### src/inc/fdbm_pkg.sv
/*
  Shared constants, carriers and coding functions of the flash disk block manager.
  Assumes one 100 MHz clock and a flash array reached through a request/acknowledge port.
*/
package fdbm_pkg;

  // ------------------------------------------------------------
  // Timing
  // ------------------------------------------------------------
  localparam int unsigned CLK_PERIOD_NS  = 10;
  localparam int unsigned PRESENCE_US    = 1000;
  localparam int unsigned PRESENCE_CYC   = (PRESENCE_US * 1000) / CLK_PERIOD_NS;
  localparam int unsigned TIMER_W        = 20;

  // ------------------------------------------------------------
  // Geometry: pool blocks rotate, spares sit above them
  // ------------------------------------------------------------
  localparam int unsigned NLOG           = 8;
  localparam int unsigned NPOOL          = 12;
  localparam int unsigned NSPARE         = 4;
  localparam logic [3:0]  SPARE_BASE     = 4'hc;
  localparam logic [2:0]  SPARE_ALL_USED = 3'h4;

  // ------------------------------------------------------------
  // Host port map (chip select 0 space)
  // ------------------------------------------------------------
  localparam logic [2:0]  DA_DATA        = 3'h0;
  localparam logic [2:0]  DA_LBA         = 3'h3;
  localparam logic [2:0]  DA_CMD_STAT    = 3'h7;
  localparam logic [7:0]  CMD_READ       = 8'h20;
  localparam logic [7:0]  CMD_WRITE      = 8'h30;
  localparam int unsigned ST_BIT_BUSY    = 7;
  localparam int unsigned ST_BIT_LOCK    = 5;
  localparam int unsigned ST_BIT_CORR    = 2;
  localparam int unsigned ST_BIT_ERR     = 0;
  localparam logic [15:0] BUF_RESET      = 16'h0000;

  // ------------------------------------------------------------
  // Types
  // ------------------------------------------------------------
  typedef enum logic [1:0] {
    ST_IDLE = 2'b00,
    ST_PROG = 2'b01,
    ST_READ = 2'b10
  } fdbm_state_e;

  typedef struct packed {
    logic        dior_n;
    logic        diow_n;
    logic        cs0_n;
    logic        cs1_n;
    logic [2:0]  da;
    logic        csel;
    logic [15:0] dd;
  } fdbm_host_s;

  typedef struct packed {
    logic        wr;
    logic [3:0]  addr;
    logic [21:0] wdata;
  } fdbm_flash_s;

  typedef struct packed {
    logic [15:0] data;
    logic        single;
    logic        double;
  } fdbm_dec_s;

  // ------------------------------------------------------------
  // Single-correct double-detect code: Hamming 21,16 plus overall parity in bit 0
  // ------------------------------------------------------------
  function automatic logic [21:0] fdbm_ecc_encode(input logic [15:0] d);
    logic [21:0] c;
    logic [4:0]  s;
    int          j;
    c = '0;
    s = '0;
    j = 0;
    for (int p = 1; p <= 21; p++)
      if ((p & (p - 1)) != 0)
      begin
        c[p] = d[j];
        j++;
      end
    for (int p = 1; p <= 21; p++)
      if (c[p]) s = s ^ p[4:0];
    for (int k = 0; k < 5; k++)
      c[1 << k] = s[k];
    c[0] = ^c[21:1];
    return c;
  endfunction : fdbm_ecc_encode

  function automatic fdbm_dec_s fdbm_ecc_decode(input logic [21:0] cw);
    fdbm_dec_s   r;
    logic [21:0] c;
    logic [4:0]  s;
    logic        par;
    int          j;
    c   = cw;
    s   = '0;
    j   = 0;
    par = ^cw;
    for (int p = 1; p <= 21; p++)
      if (cw[p]) s = s ^ p[4:0];
    // Odd parity means one flipped bit; even parity with a syndrome means two
    r.single = par;
    r.double = !par && (s != 5'h00);
    if (par && (s != 5'h00) && (s <= 5'h15)) c[s] = ~c[s];
    r.data = '0;
    for (int p = 1; p <= 21; p++)
      if ((p & (p - 1)) != 0)
      begin
        r.data[j] = c[p];
        j++;
      end
    return r;
  endfunction : fdbm_ecc_decode

endpackage : fdbm_pkg

### src/core/fdbm_core.sv
/*
  Flash disk block manager: host strobe port, wear-spreading map, spare substitution,
  programming lock, SECDED coding and the open-drain activity/presence line.
  Assumes host pins arrive unsynchronised and the flash answers each request with a one-cycle ack.
*/
// How it works
// - Spare blocks sit above the rotating pool and only stand in for failed blocks.
// - A failed program maps a spare in its place and writes the held data there.
// - Once a program fails with every spare used, write commands are refused; reads still work.
// - Each write goes to a fresh pool block; the map points reads at the newest.
// - Stored words carry a code correcting one bit and detecting two.
// - Host pins are synchronised and sampled on the filtered read and write strobes.
// - The activity/presence line shows device activity and second device presence.
// - That line is open drain and time-shared: presence first, then activity.
`timescale 1ns/10ps
module fdbm_core #(
  parameter int unsigned P_PRESENCE_CYC = fdbm_pkg::PRESENCE_CYC
) (
  // Clock and reset
  input  wire logic                 mclk_i,
  input  wire logic                 arst_n_i,
  // Host cable
  input  wire fdbm_pkg::fdbm_host_s host_i,
  output logic [15:0]               dd_o,
  output logic                      dd_oe_o,
  output logic                      dasp_n_o,
  output logic                      dasp_n_oe_o,
  // Flash array
  output logic                      fl_req_o,
  output fdbm_pkg::fdbm_flash_s     fl_o,
  input  wire logic                 fl_ack_i,
  input  wire logic                 fl_fail_i,
  input  wire logic [21:0]          fl_rdata_i
);

  // ------------------------------------------------------------
  // Pin synchroniser and filter
  // ------------------------------------------------------------
  fdbm_pkg::fdbm_host_s s1_reg, s2_reg, s3_reg, filt_reg, filt_next, prev_reg;

  always_comb
  begin
    filt_next = filt_reg;
    // accept agreed level
    // Each pin filters on its own, so a floating data line cannot hold back a strobe
    for (int b = 0; b < $bits(fdbm_pkg::fdbm_host_s); b++)
      if (s2_reg[b] == s3_reg[b]) filt_next[b] = s3_reg[b];
  end

  always_ff @(posedge mclk_i or negedge arst_n_i)
  begin
    if (!arst_n_i)
    begin
      s1_reg   <= '1;
      s2_reg   <= '1;
      s3_reg   <= '1;
      filt_reg <= '1;
      prev_reg <= '1;
    end
    else
    begin
      s1_reg   <= host_i;
      s2_reg   <= s1_reg;
      s3_reg   <= s2_reg;
      filt_reg <= filt_next;
      prev_reg <= filt_reg;
    end
  end

  logic sel0, wr_evt, rd_act;
  assign sel0   = !filt_reg.cs0_n && filt_reg.cs1_n;
  // act on the rising write strobe with the held address and data
  assign wr_evt = filt_reg.diow_n && !prev_reg.diow_n && !prev_reg.cs0_n && prev_reg.cs1_n;
  assign rd_act = !filt_reg.dior_n && sel0;

  // ------------------------------------------------------------
  // Block manager state
  // ------------------------------------------------------------
  fdbm_pkg::fdbm_state_e state_reg, state_next;
  logic [2:0]  lba_reg, lba_next;
  logic [15:0] buf_reg, buf_next;
  logic [3:0]  map_reg [fdbm_pkg::NLOG], map_next [fdbm_pkg::NLOG];
  logic [fdbm_pkg::NLOG-1:0]  mapv_reg, mapv_next;
  logic [fdbm_pkg::NPOOL-1:0] used_reg, used_next, subv_reg, subv_next;
  logic [3:0]  sub_reg [fdbm_pkg::NPOOL], sub_next [fdbm_pkg::NPOOL];
  logic [2:0]  spcnt_reg, spcnt_next;
  logic [3:0]  ptr_reg, ptr_next, tgt_reg, tgt_next, free_idx;
  logic        free_ok;
  logic        lock_reg, lock_next, err_reg, err_next, corr_reg, corr_next;
  fdbm_pkg::fdbm_dec_s dec;
  logic [3:0]  phys_tgt;

  assign dec      = fdbm_pkg::fdbm_ecc_decode(fl_rdata_i);
  assign phys_tgt = subv_reg[tgt_reg] ? sub_reg[tgt_reg] : tgt_reg;

  // first free pool block at or after the rotation pointer
  always_comb
  begin
    logic [4:0] idx;
    idx      = '0;
    free_ok  = 1'b0;
    free_idx = '0;
    for (int i = fdbm_pkg::NPOOL - 1; i >= 0; i--)
    begin
      idx = 5'(ptr_reg) + 5'(i);
      if (idx >= 5'(fdbm_pkg::NPOOL)) idx = idx - 5'(fdbm_pkg::NPOOL);
      if (!used_reg[idx[3:0]])
      begin
        free_ok  = 1'b1;
        free_idx = idx[3:0];
      end
    end
  end

  always_comb
  begin
    state_next = state_reg;
    lba_next   = lba_reg;
    buf_next   = buf_reg;
    map_next   = map_reg;
    mapv_next  = mapv_reg;
    used_next  = used_reg;
    sub_next   = sub_reg;
    subv_next  = subv_reg;
    spcnt_next = spcnt_reg;
    ptr_next   = ptr_reg;
    tgt_next   = tgt_reg;
    lock_next  = lock_reg;
    err_next   = err_reg;
    corr_next  = corr_reg;
    unique case (state_reg)
      fdbm_pkg::ST_IDLE:
      begin
        if (wr_evt && prev_reg.da == fdbm_pkg::DA_DATA) buf_next = prev_reg.dd;
        if (wr_evt && prev_reg.da == fdbm_pkg::DA_LBA) lba_next = prev_reg.dd[2:0];
        if (wr_evt && prev_reg.da == fdbm_pkg::DA_CMD_STAT)
        begin
          err_next  = 1'b0;
          corr_next = 1'b0;
          if (prev_reg.dd[7:0] == fdbm_pkg::CMD_WRITE)
          begin
            if (lock_reg || !free_ok) err_next = 1'b1;
            else
            begin
              tgt_next   = free_idx;
              state_next = fdbm_pkg::ST_PROG;
            end
          end
          else if (prev_reg.dd[7:0] == fdbm_pkg::CMD_READ)
          begin
            if (mapv_reg[lba_reg])
            begin
              tgt_next   = map_reg[lba_reg];
              state_next = fdbm_pkg::ST_READ;
            end
            else buf_next = fdbm_pkg::BUF_RESET;
          end
        end
      end
      fdbm_pkg::ST_PROG:
      begin
        if (fl_ack_i && fl_fail_i)
        begin
          // substitute a spare and program it with the held word
          if (spcnt_reg != fdbm_pkg::SPARE_ALL_USED)
          begin
            sub_next[tgt_reg]  = fdbm_pkg::SPARE_BASE + 4'(spcnt_reg);
            subv_next[tgt_reg] = 1'b1;
            spcnt_next         = spcnt_reg + 3'h1;
          end
          else
          begin
            lock_next  = 1'b1;
            err_next   = 1'b1;
            state_next = fdbm_pkg::ST_IDLE;
          end
        end
        else if (fl_ack_i)
        begin
          // retire the old copy, point the map at the new one
          if (mapv_reg[lba_reg]) used_next[map_reg[lba_reg]] = 1'b0;
          used_next[tgt_reg] = 1'b1;
          map_next[lba_reg]  = tgt_reg;
          mapv_next[lba_reg] = 1'b1;
          ptr_next   = (tgt_reg == 4'(fdbm_pkg::NPOOL - 1)) ? 4'h0 : tgt_reg + 4'h1;
          state_next = fdbm_pkg::ST_IDLE;
        end
      end
      fdbm_pkg::ST_READ:
      begin
        if (fl_ack_i)
        begin
          buf_next  = dec.data;
          corr_next = dec.single;
          // never hand back a word with two bad bits
          if (dec.double)
          begin
            buf_next = fdbm_pkg::BUF_RESET;
            err_next = 1'b1;
          end
          state_next = fdbm_pkg::ST_IDLE;
        end
      end
      default: state_next = fdbm_pkg::ST_IDLE;
    endcase
  end

  always_ff @(posedge mclk_i or negedge arst_n_i)
  begin
    if (!arst_n_i)
    begin
      state_reg <= fdbm_pkg::ST_IDLE;
      lba_reg   <= '0;
      buf_reg   <= fdbm_pkg::BUF_RESET;
      map_reg   <= '{default: 4'h0};
      mapv_reg  <= '0;
      used_reg  <= '0;
      sub_reg   <= '{default: 4'h0};
      subv_reg  <= '0;
      spcnt_reg <= '0;
      ptr_reg   <= '0;
      tgt_reg   <= '0;
      lock_reg  <= 1'b0;
      err_reg   <= 1'b0;
      corr_reg  <= 1'b0;
    end
    else
    begin
      state_reg <= state_next;
      lba_reg   <= lba_next;
      buf_reg   <= buf_next;
      map_reg   <= map_next;
      mapv_reg  <= mapv_next;
      used_reg  <= used_next;
      sub_reg   <= sub_next;
      subv_reg  <= subv_next;
      spcnt_reg <= spcnt_next;
      ptr_reg   <= ptr_next;
      tgt_reg   <= tgt_next;
      lock_reg  <= lock_next;
      err_reg   <= err_next;
      corr_reg  <= corr_next;
    end
  end

  assign fl_req_o = (state_reg != fdbm_pkg::ST_IDLE);
  assign fl_o.wr    = (state_reg == fdbm_pkg::ST_PROG);
  assign fl_o.addr  = phys_tgt;
  assign fl_o.wdata = fdbm_pkg::fdbm_ecc_encode(buf_reg);

  // ------------------------------------------------------------
  // Host read data and activity/presence line
  // ------------------------------------------------------------
  logic [15:0] dd_reg, dd_next;
  logic        ddoe_reg, ddoe_next, dev1_reg, dev1_next, dasp_reg, dasp_next;
  logic [fdbm_pkg::TIMER_W-1:0] pres_reg, pres_next;
  logic        pres_on;

  assign pres_on = (pres_reg != '0);

  always_comb
  begin
    dd_next   = '0;
    ddoe_next = rd_act && (filt_reg.da == fdbm_pkg::DA_DATA || filt_reg.da == fdbm_pkg::DA_CMD_STAT);
    if (filt_reg.da == fdbm_pkg::DA_DATA) dd_next = buf_reg;
    else
    begin
      dd_next[fdbm_pkg::ST_BIT_BUSY] = (state_reg != fdbm_pkg::ST_IDLE);
      dd_next[fdbm_pkg::ST_BIT_LOCK] = lock_reg;
      dd_next[fdbm_pkg::ST_BIT_CORR] = corr_reg;
      dd_next[fdbm_pkg::ST_BIT_ERR]  = err_reg;
    end
    // Strap taken from the filtered cable select during the presence window
    dev1_next = pres_on ? !filt_reg.csel : dev1_reg;
    pres_next = pres_on ? pres_reg - 1'b1 : pres_reg;
    dasp_next = pres_on ? dev1_reg : (state_reg != fdbm_pkg::ST_IDLE);
  end

  always_ff @(posedge mclk_i or negedge arst_n_i)
  begin
    if (!arst_n_i)
    begin
      dd_reg   <= '0;
      ddoe_reg <= 1'b0;
      dev1_reg <= 1'b0;
      pres_reg <= fdbm_pkg::TIMER_W'(P_PRESENCE_CYC);
      dasp_reg <= 1'b0;
    end
    else
    begin
      dd_reg   <= dd_next;
      ddoe_reg <= ddoe_next;
      dev1_reg <= dev1_next;
      pres_reg <= pres_next;
      dasp_reg <= dasp_next;
    end
  end

  assign dd_o        = dd_reg;
  assign dd_oe_o     = ddoe_reg;
  // open drain: only ever pulls low
  assign dasp_n_o    = 1'b0;
  assign dasp_n_oe_o = dasp_reg;
endmodule : fdbm_core

### config.mk
export PLATFORM = sky130hd
export DESIGN_NAME = fdbm_core
export DESIGN_NICKNAME = d
export VERILOG_FILES = /design/src/inc/fdbm_pkg.sv /design/src/core/fdbm_core.sv
export SDC_FILE = /design/constraint.sdc
export NUM_CORES = 1
export LEC_CHECK = 0
export BUFFER_PORTS_ARGS = -buffer_cell sky130_fd_sc_hd__buf_4
export CORE_MARGIN = 3
export CORE_UTILIZATION = 50
export CTS_BUF_LIST = sky130_fd_sc_hd__clkbuf_2 sky130_fd_sc_hd__clkbuf_4 sky130_fd_sc_hd__clkbuf_8
export CTS_CLUSTER_SIZE = 12
export DETAILED_ROUTE_END_ITERATION = 10
export PLACE_DENSITY = 0.68
export SYNTH_ARGS = -nofsm -noshare
export SYNTH_HDL_FRONTEND = slang
export SYNTH_SLANG_ARGS = --single-unit
### constraint.sdc
create_clock -name mclk_i -period 6.9 [get_ports mclk_i]
set_input_delay 1.38 -clock mclk_i [delete_from_list [all_inputs] [get_ports mclk_i]]
set_output_delay 1.38 -clock mclk_i [all_outputs]
set_load 0.03 [all_outputs]
==> results of run 1 <==
[report_power, final]
group          internal (mW)  switching (mW)  leakage (nW)
Clock                  0.896           0.679         0.561
Sequential              1.90           0.227          3.60
Combinational           1.19            1.84          3.12
Total                   3.99            2.74          7.29
[routing by layer]
metal	vias to the layer above	share of wire
li1	4979	-
met3	78	0.046
met1	5242	0.45
met5	-	0
met2	289	0.47
met4	0	0.029
[cells by family after synthesis]
logic type               count (synthesis)  share of synthesized area
XOR/XNOR                                93                     0.0613
AND/OR/NAND/NOR                        413                      0.139
AO/OA/AOI/OAI                          285                      0.133
flip-flops                             292                      0.508
adder cells (fa/ha/maj)                 60                     0.0468
multiplexers                            90                     0.0913
buffers and inverters                   75                     0.0212
other                                    1                   0.000255
[worst max-delay path, cell delays in order, from the launching register on]
cell	delay, ns
dfrtp_1	0.40
ha_1	0.28
xor2_1	0.79
clkinv_1	0.49
ha_1	0.35
a221oi_1	0.36
nand2b_1	0.16
a211oi_1	0.60
nand2_1	0.33
nor4b_1	0.56
a21oi_1	0.21
o211ai_2	0.33
mux2_2	0.37
[cell usage after synthesis, types with 5 or more instances]
library cell,number,area share
a211o_1,6,0.0036
clkbuf_1,30,0.0077
o31a_1,5,0.0030
nand3b_1,11,0.0056
mux4_2,32,0.049
dfrtp_1,168,0.29
buf_2,6,0.0020
o21ai_0,93,0.032
and3_1,6,0.0026
mux2i_1,25,0.017
o211ai_1,17,0.0087
a22oi_1,13,0.0066
a21oi_1,33,0.011
a2111oi_0,8,0.0048
nand3_1,31,0.011
a22o_1,18,0.011
xor2_1,25,0.015
a31oi_1,9,0.0038
and2_1,26,0.011
nand2b_1,31,0.013
nor3_1,28,0.0095
ha_1,35,0.030
nor4_1,13,0.0055
or2_2,14,0.0060
a211oi_1,11,0.0056
inv_1,31,0.0079
mux2_2,33,0.025
nand4_1,6,0.0026
nand2_1,153,0.039
nor2b_1,12,0.0051
nor2_1,59,0.015
o21a_1,6,0.0031
dfstp_2,124,0.22
o22ai_1,7,0.0030
xnor2_1,61,0.036
maj3_1,25,0.017
[final cells by class]
type	count	area (um^2)	share of cell area
clock buffer	77	966	0.0573
multi-input combinational	942	6930	0.411
clock inverter	13	81.3	0.00483
timing repair buffer	105	808	0.0480
inverter	33	124	0.00735
sequential	292	7460	0.443
tap	384	480	0.0285
[worst paths after layout]
kind,endpoint,slack (ns),depth (start not counted)
min in group asynchronous,tgt_reg[1],0.82,1
setup reg to reg,tgt_reg[0],1.52,12
max in group asynchronous,used_reg[8],4.50,2
hold / removal,s2_reg[8],0.35,0
hold reg to reg,s2_reg[8],0.35,0
setup / recovery,tgt_reg[0],1.52,12
[per-stage QoR]
step / instance area (um^2) / hold slack [ns] / setup slack (ns) / util / power (mW)
final: 16900 / 0.353 / 1.52 / 0.584 / 6.74
after floorplan: 14700 / 0.345 / 2.62 / - / 4.23
after global routing: 16900 / 0.357 / 0.937 / 0.584 / 7.11
after CTS: 16900 / 0.356 / 1.61 / 0.584 / 6.77
after global placement: 15800 / 0.345 / 1.85 / 0.548 / 5.16
after detailed placement: 15800 / 0.347 / 1.68 / 0.548 / 5.16
==> run_results.csv, run 1 <==
group,metric,value,unit
outcome,status,"finished clean",
floorplanning,num_rows,62,
finish,final_common_cell,"dfrtp_1",
floorplanning,initial_core_util,0.509,
clocking,ctsHoldBuffers,0,
routing,totalWireLength,35100,um
logic_synthesis,synth_async_sr_flop_share,1.00,
clocking,cts_tree,"built",
logic_synthesis,synthesis.instances,1309,
finish,layoutNonFillerInstCount,1846,
placement,globalplace.congestion,0.939,
worst_setup_path,end_kind,"flip-flop",
clocking,cts_buffers,48,
clocking,cts_setup_buffers,0,
worst_hold_path,hold_path.class,"reg2reg",
routing,drt_iter0_drc,624,
power_and_ir_drop,leakagePower,7.29,nW
global_routing,use_met3,0.0312,
floorplanning,core,0.0289,mm^2
clocking,insertion_delay,0.57,ns
clocking,h-tree-depth,2,
global_routing,grt_pass1_wl,57200,um
worst_setup_path,cp-start-kind,"flip-flop",
logic_synthesis,syn_nets,1394,
worst_setup_path,timing.rr.start,"ptr_reg[0]",
placement,io_buffers,95,
routing,vias,10588,
floorplanning,ioPinCount,97,
sta,fin_setup_tns,0,ns
finish,drive_above_1_share,0.282,
floorplanning,die_h,177,um
routing,wl_per_cell,19.0,um
logic_synthesis,syn_area_per_cell,11.2,um^2
worst_setup_path,cp_max_fo,15,
flow_run,drv_cap,0,
clocking,ctsResizeCount,0,
placement,dp_cells,1756,
worst_hold_path,worstHoldStart,"s1_reg[8]",
routing,firstDrtPassIters,5,
global_routing,grt_usage,0.225,
logic_synthesis,ys.flop_type,"dfrtp_1",
floorplanning,die_area,0.0315,mm^2
worst_setup_path,path_class,"reg2reg",
logic_synthesis,synth_edf_count,0,
finish,largest_reg_flops,36,
sta,slew_headroom,0.222,
worst_setup_path,cp.arrival,5.82,ns
sta,final_hold_viol_count,0,
sta,grt_setup_unrepaired,"false",
clocking,clk_pin_slew,0.08,ns
worst_setup_path,crit_start,"ptr_reg[0]",
global_routing,gr-total-overflow,0,
global_routing,grt_max_degree,201,
clocking,cts_buffer_depth,3,
routing,drc,0,
global_routing,grt_use_met2,0.363,
finish,area_growth,14.7,%
finish,final_nets,1507,
clocking,root_buffer,"clkbuf_8",
logic_synthesis,ys_warn_count,0,
sta,period_share,0.779,
routing,ant_nets,0,
global_routing,grt_pass1_vias,10593,
floorplanning,chipWidth,177,um
sta,finalSetupViolCount,0,
clocking,numClockSinks,292,
logic_synthesis,synth-seq-area-share,0.508,
logic_synthesis,ys_types,84,
routing,viasPerCell,5.74,
power_and_ir_drop,p_per_area,400,mW/mm^2
sta,period_needed,5.38,ns
finish,mostFrequentLayoutCells,"dfrtp_1, nand2_1, dfstp_2",
sta,fmaxAchievable,186,MHz
global_routing,grt.met1_usage,0.318,
sta,finalMaxSlewViolations,0,
finish,diodes,0,
global_routing,antenna_found_initial,0,
logic_synthesis,netlist_area,0.0147,mm^2
sta,fin_skew,0.0394,ns
global_routing,grt-busiest-layer,"met2",
worst_setup_path,cp.required,7.34,ns
finish,fill_cells,2459,
logic_synthesis,synth-seq-cells,292,
sta,worst_pin_slew,1.17,ns
power_and_ir_drop,vdd_ir_drop_max,0.000409,V
placement,dpl.hpwl,25100,um
Power figures use the tool's default switching activity.
==> run 2: changes to the inputs <==
--- a/config.mk
+++ b/config.mk
@@ -11,7 +11,7 @@
 export CTS_BUF_LIST = sky130_fd_sc_hd__clkbuf_2 sky130_fd_sc_hd__clkbuf_4 sky130_fd_sc_hd__clkbuf_8
 export CTS_CLUSTER_SIZE = 12
 export DETAILED_ROUTE_END_ITERATION = 10
-export PLACE_DENSITY = 0.68
+export PLACE_DENSITY = 0.7
 export SYNTH_ARGS = -nofsm -noshare
 export SYNTH_HDL_FRONTEND = slang
 export SYNTH_SLANG_ARGS = --single-unit
==> constraint.sdc (replaced) <==
create_clock -name mclk_i -period 4.8 [get_ports mclk_i]
set_input_delay 0.96 -clock mclk_i [delete_from_list [all_inputs] [get_ports mclk_i]]
set_output_delay 0.96 -clock mclk_i [all_outputs]
set_load 0.03 [all_outputs]
==> run_results.csv, run 2 (synthesized netlist as in run 1, its figures left out) <==
group,metric,value,unit
sta,finalMaxSlewViolations,0,
worst_setup_path,ff2ff_path_depth,15,
worst_hold_path,worstHoldStart,"s1_reg[19]",
worst_setup_path,cp_max_fo,13,
placement,dpl.hpwl,25600,um
sta,period_needed,4.39,ns
finish,diodes,0,
floorplanning,die_area,0.0315,mm^2
sta,holdWs,0.353,ns
global_routing,use_met3,0.0355,
global_routing,grt_max_degree,108,
sta,slew_headroom,0.425,
clocking,cts_tree,"built",
clocking,cts_buffers,47,
floorplanning,initial_core_util,0.509,
global_routing,grt-busiest-layer,"met2",
worst_setup_path,crit_path_top_delay_cell,"dfrtp_1",
worst_setup_path,end_kind,"flip-flop",
sta,setup_slack,0.414,ns
routing,drt_iter0_drc,772,
routing,drc,0,
sta,period_share,0.914,
routing,ant_nets,0,
finish,drive_above_1_share,0.289,
worst_setup_path,cp-start-kind,"flip-flop",
power_and_ir_drop,p_total,9.79,mW
routing,totalWireLength,35600,um
placement,dp_cells,1768,
worst_setup_path,crit_chain,"inv_1 > ha_1 > a21boi_0 > xnor2_1 > inv_1 > ha_1 > a21o_1 > o21ai_0 > o31ai_1 > a22oi_1 > nand3_1 > nor4b_2 > a21oi_1 > o211ai_2 > mux2_2",
global_routing,antenna_found_initial,0,
clocking,h-tree-depth,2,
worst_setup_path,cpPeakStageDelay,0.62,ns
sta,fin_skew,0.0167,ns
finish,layoutNonFillerInstCount,1854,
floorplanning,chipWidth,177,um
sta,finalSetupViolCount,0,
clocking,ctsHoldBuffers,0,
finish,mostFrequentLayoutCells,"dfrtp_1, nand2_1, dfstp_2",
global_routing,gr-total-overflow,0,
sta,final_hold_viol_count,0,
worst_setup_path,timing.rr.start,"ptr_reg[2]",
sta,fmaxAchievable,228,MHz
sta,fin_setup_tns,0,ns
placement,globalplace.congestion,0.954,
sta,grt_setup_unrepaired,"false",
routing,vias,10726,
worst_hold_path,hold_path.class,"reg2reg",
clocking,insertion_delay,0.57,ns
routing,firstDrtPassIters,7,
power_and_ir_drop,vdd_ir_drop_max,0.000537,V
worst_hold_path,min_delay_worst_endpoint,"s2_reg[19]",
worst_setup_path,cp.required,5.25,ns
routing,viasPerCell,5.79,
sta,worst_pin_slew,0.863,ns
finish,area_growth,15.4,%
clocking,cts_setup_buffers,0,
global_routing,grt_pass1_wl,57700,um
floorplanning,core,0.0289,mm^2
clocking,numClockSinks,292,
clocking,cts_buffer_depth,3,
finish,final_nets,1518,
routing,wl_per_cell,19.2,um
global_routing,grt_pass1_vias,10796,
power_and_ir_drop,leakagePower,7.35,nW
worst_hold_path,whs_path_depth,0,
power_and_ir_drop,p_per_area,577,mW/mm^2
worst_setup_path,cp.arrival,4.84,ns
placement,io_buffers,95,
clocking,ctsResizeCount,0,
global_routing,grt_usage,0.229,
floorplanning,num_rows,62,
floorplanning,ioPinCount,97,
floorplanning,die_h,177,um
worst_setup_path,r2r_setup_slack,0.41,ns
outcome,status,"finished clean",
placement,dpl_worst_slack,0.244,ns
global_routing,grt.met1_usage,0.309,
worst_setup_path,path_class,"reg2reg",
worst_setup_path,regToRegEndpoint,"tgt_reg[3]",
flow_run,drv_cap,0,
clocking,root_buffer,"clkbuf_8",
clocking,clk_pin_slew,0.06,ns
global_routing,grt_use_met2,0.373,
finish,largest_reg_flops,36,
finish,final_common_cell,"dfrtp_1",
==> run 2: changes by cell type in the layout (fill, tap and decap cells not counted), moves of 2 or more <==
| cell | before | now |
|---|---|---|
| inv_6 | 0 | 2 |
| clkbuf_8 | 62 | 60 |
| buf_4 | 103 | 116 |
| clkinv_2 | 10 | 4 |
| bufinv_16 | 0 | 2 |
==> run 2: stage by stage <==
| stage | utilization | area [um^2] |
|---|---|---|
| floorplan | - | 14700 |
| global placement | 0.550 | 15900 |
| detailed placement | 0.550 | 15900 |
| CTS | 0.587 | 16900 |
| global route | 0.588 | 17000 |
| finish | 0.588 | 17000 |
==> run 2: area by class of cell <==
| type | instances | area (um^2) |
|---|---|---|
| Tap cell | 384 | 480 |
| Fill cell | 2441 | 11900 |
| Multi-Input combinational cell | 942 | 6940 |
| Timing Repair Buffer | 117 | 886 |
| Clock inverter | 10 | 121 |
| Clock buffer | 76 | 946 |
| Sequential cell | 292 | 7460 |
| Inverter | 33 | 124 |
==> run 2: layer usage <==
metal / share of wire / wire (um)
met5: 0 / 0
met4: 0.035 / 1250
met3: 0.048 / 1720
met2: 0.48 / 17100
met1: 0.43 / 15500
==> run 2: worst max-delay path by stage <==
stage                           from         end  cells past startpoint
final                     ptr_reg[2]  tgt_reg[3]                     15
after global routing      ptr_reg[2]  tgt_reg[0]                     15
after CTS                 ptr_reg[0]  tgt_reg[3]                     14
after detailed placement  ptr_reg[0]  tgt_reg[3]                     14
after global placement    ptr_reg[2]  tgt_reg[3]                     13
after floorplan           ptr_reg[1]  tgt_reg[0]                     16
==> run 2: worst max-delay path: cells and delay by family, from the launching register on <==
kind | cells | cell delay [ns]
AO/OA/AOI/OAI | 7 | 1.40
AND/OR/NAND/NOR | 2 | 0.71
flip-flops | 1 | 0.62
adder cells (fa/ha/maj) | 2 | 0.49
multiplexers | 1 | 0.37
buffers and inverters | 2 | 0.34
XOR/XNOR | 1 | 0.33
==> run 2: report_power, final <==
group	switching [mW]	internal (mW)
Combinational	2.62	1.76
Sequential	0.334	2.74
Clock	0.979	1.36
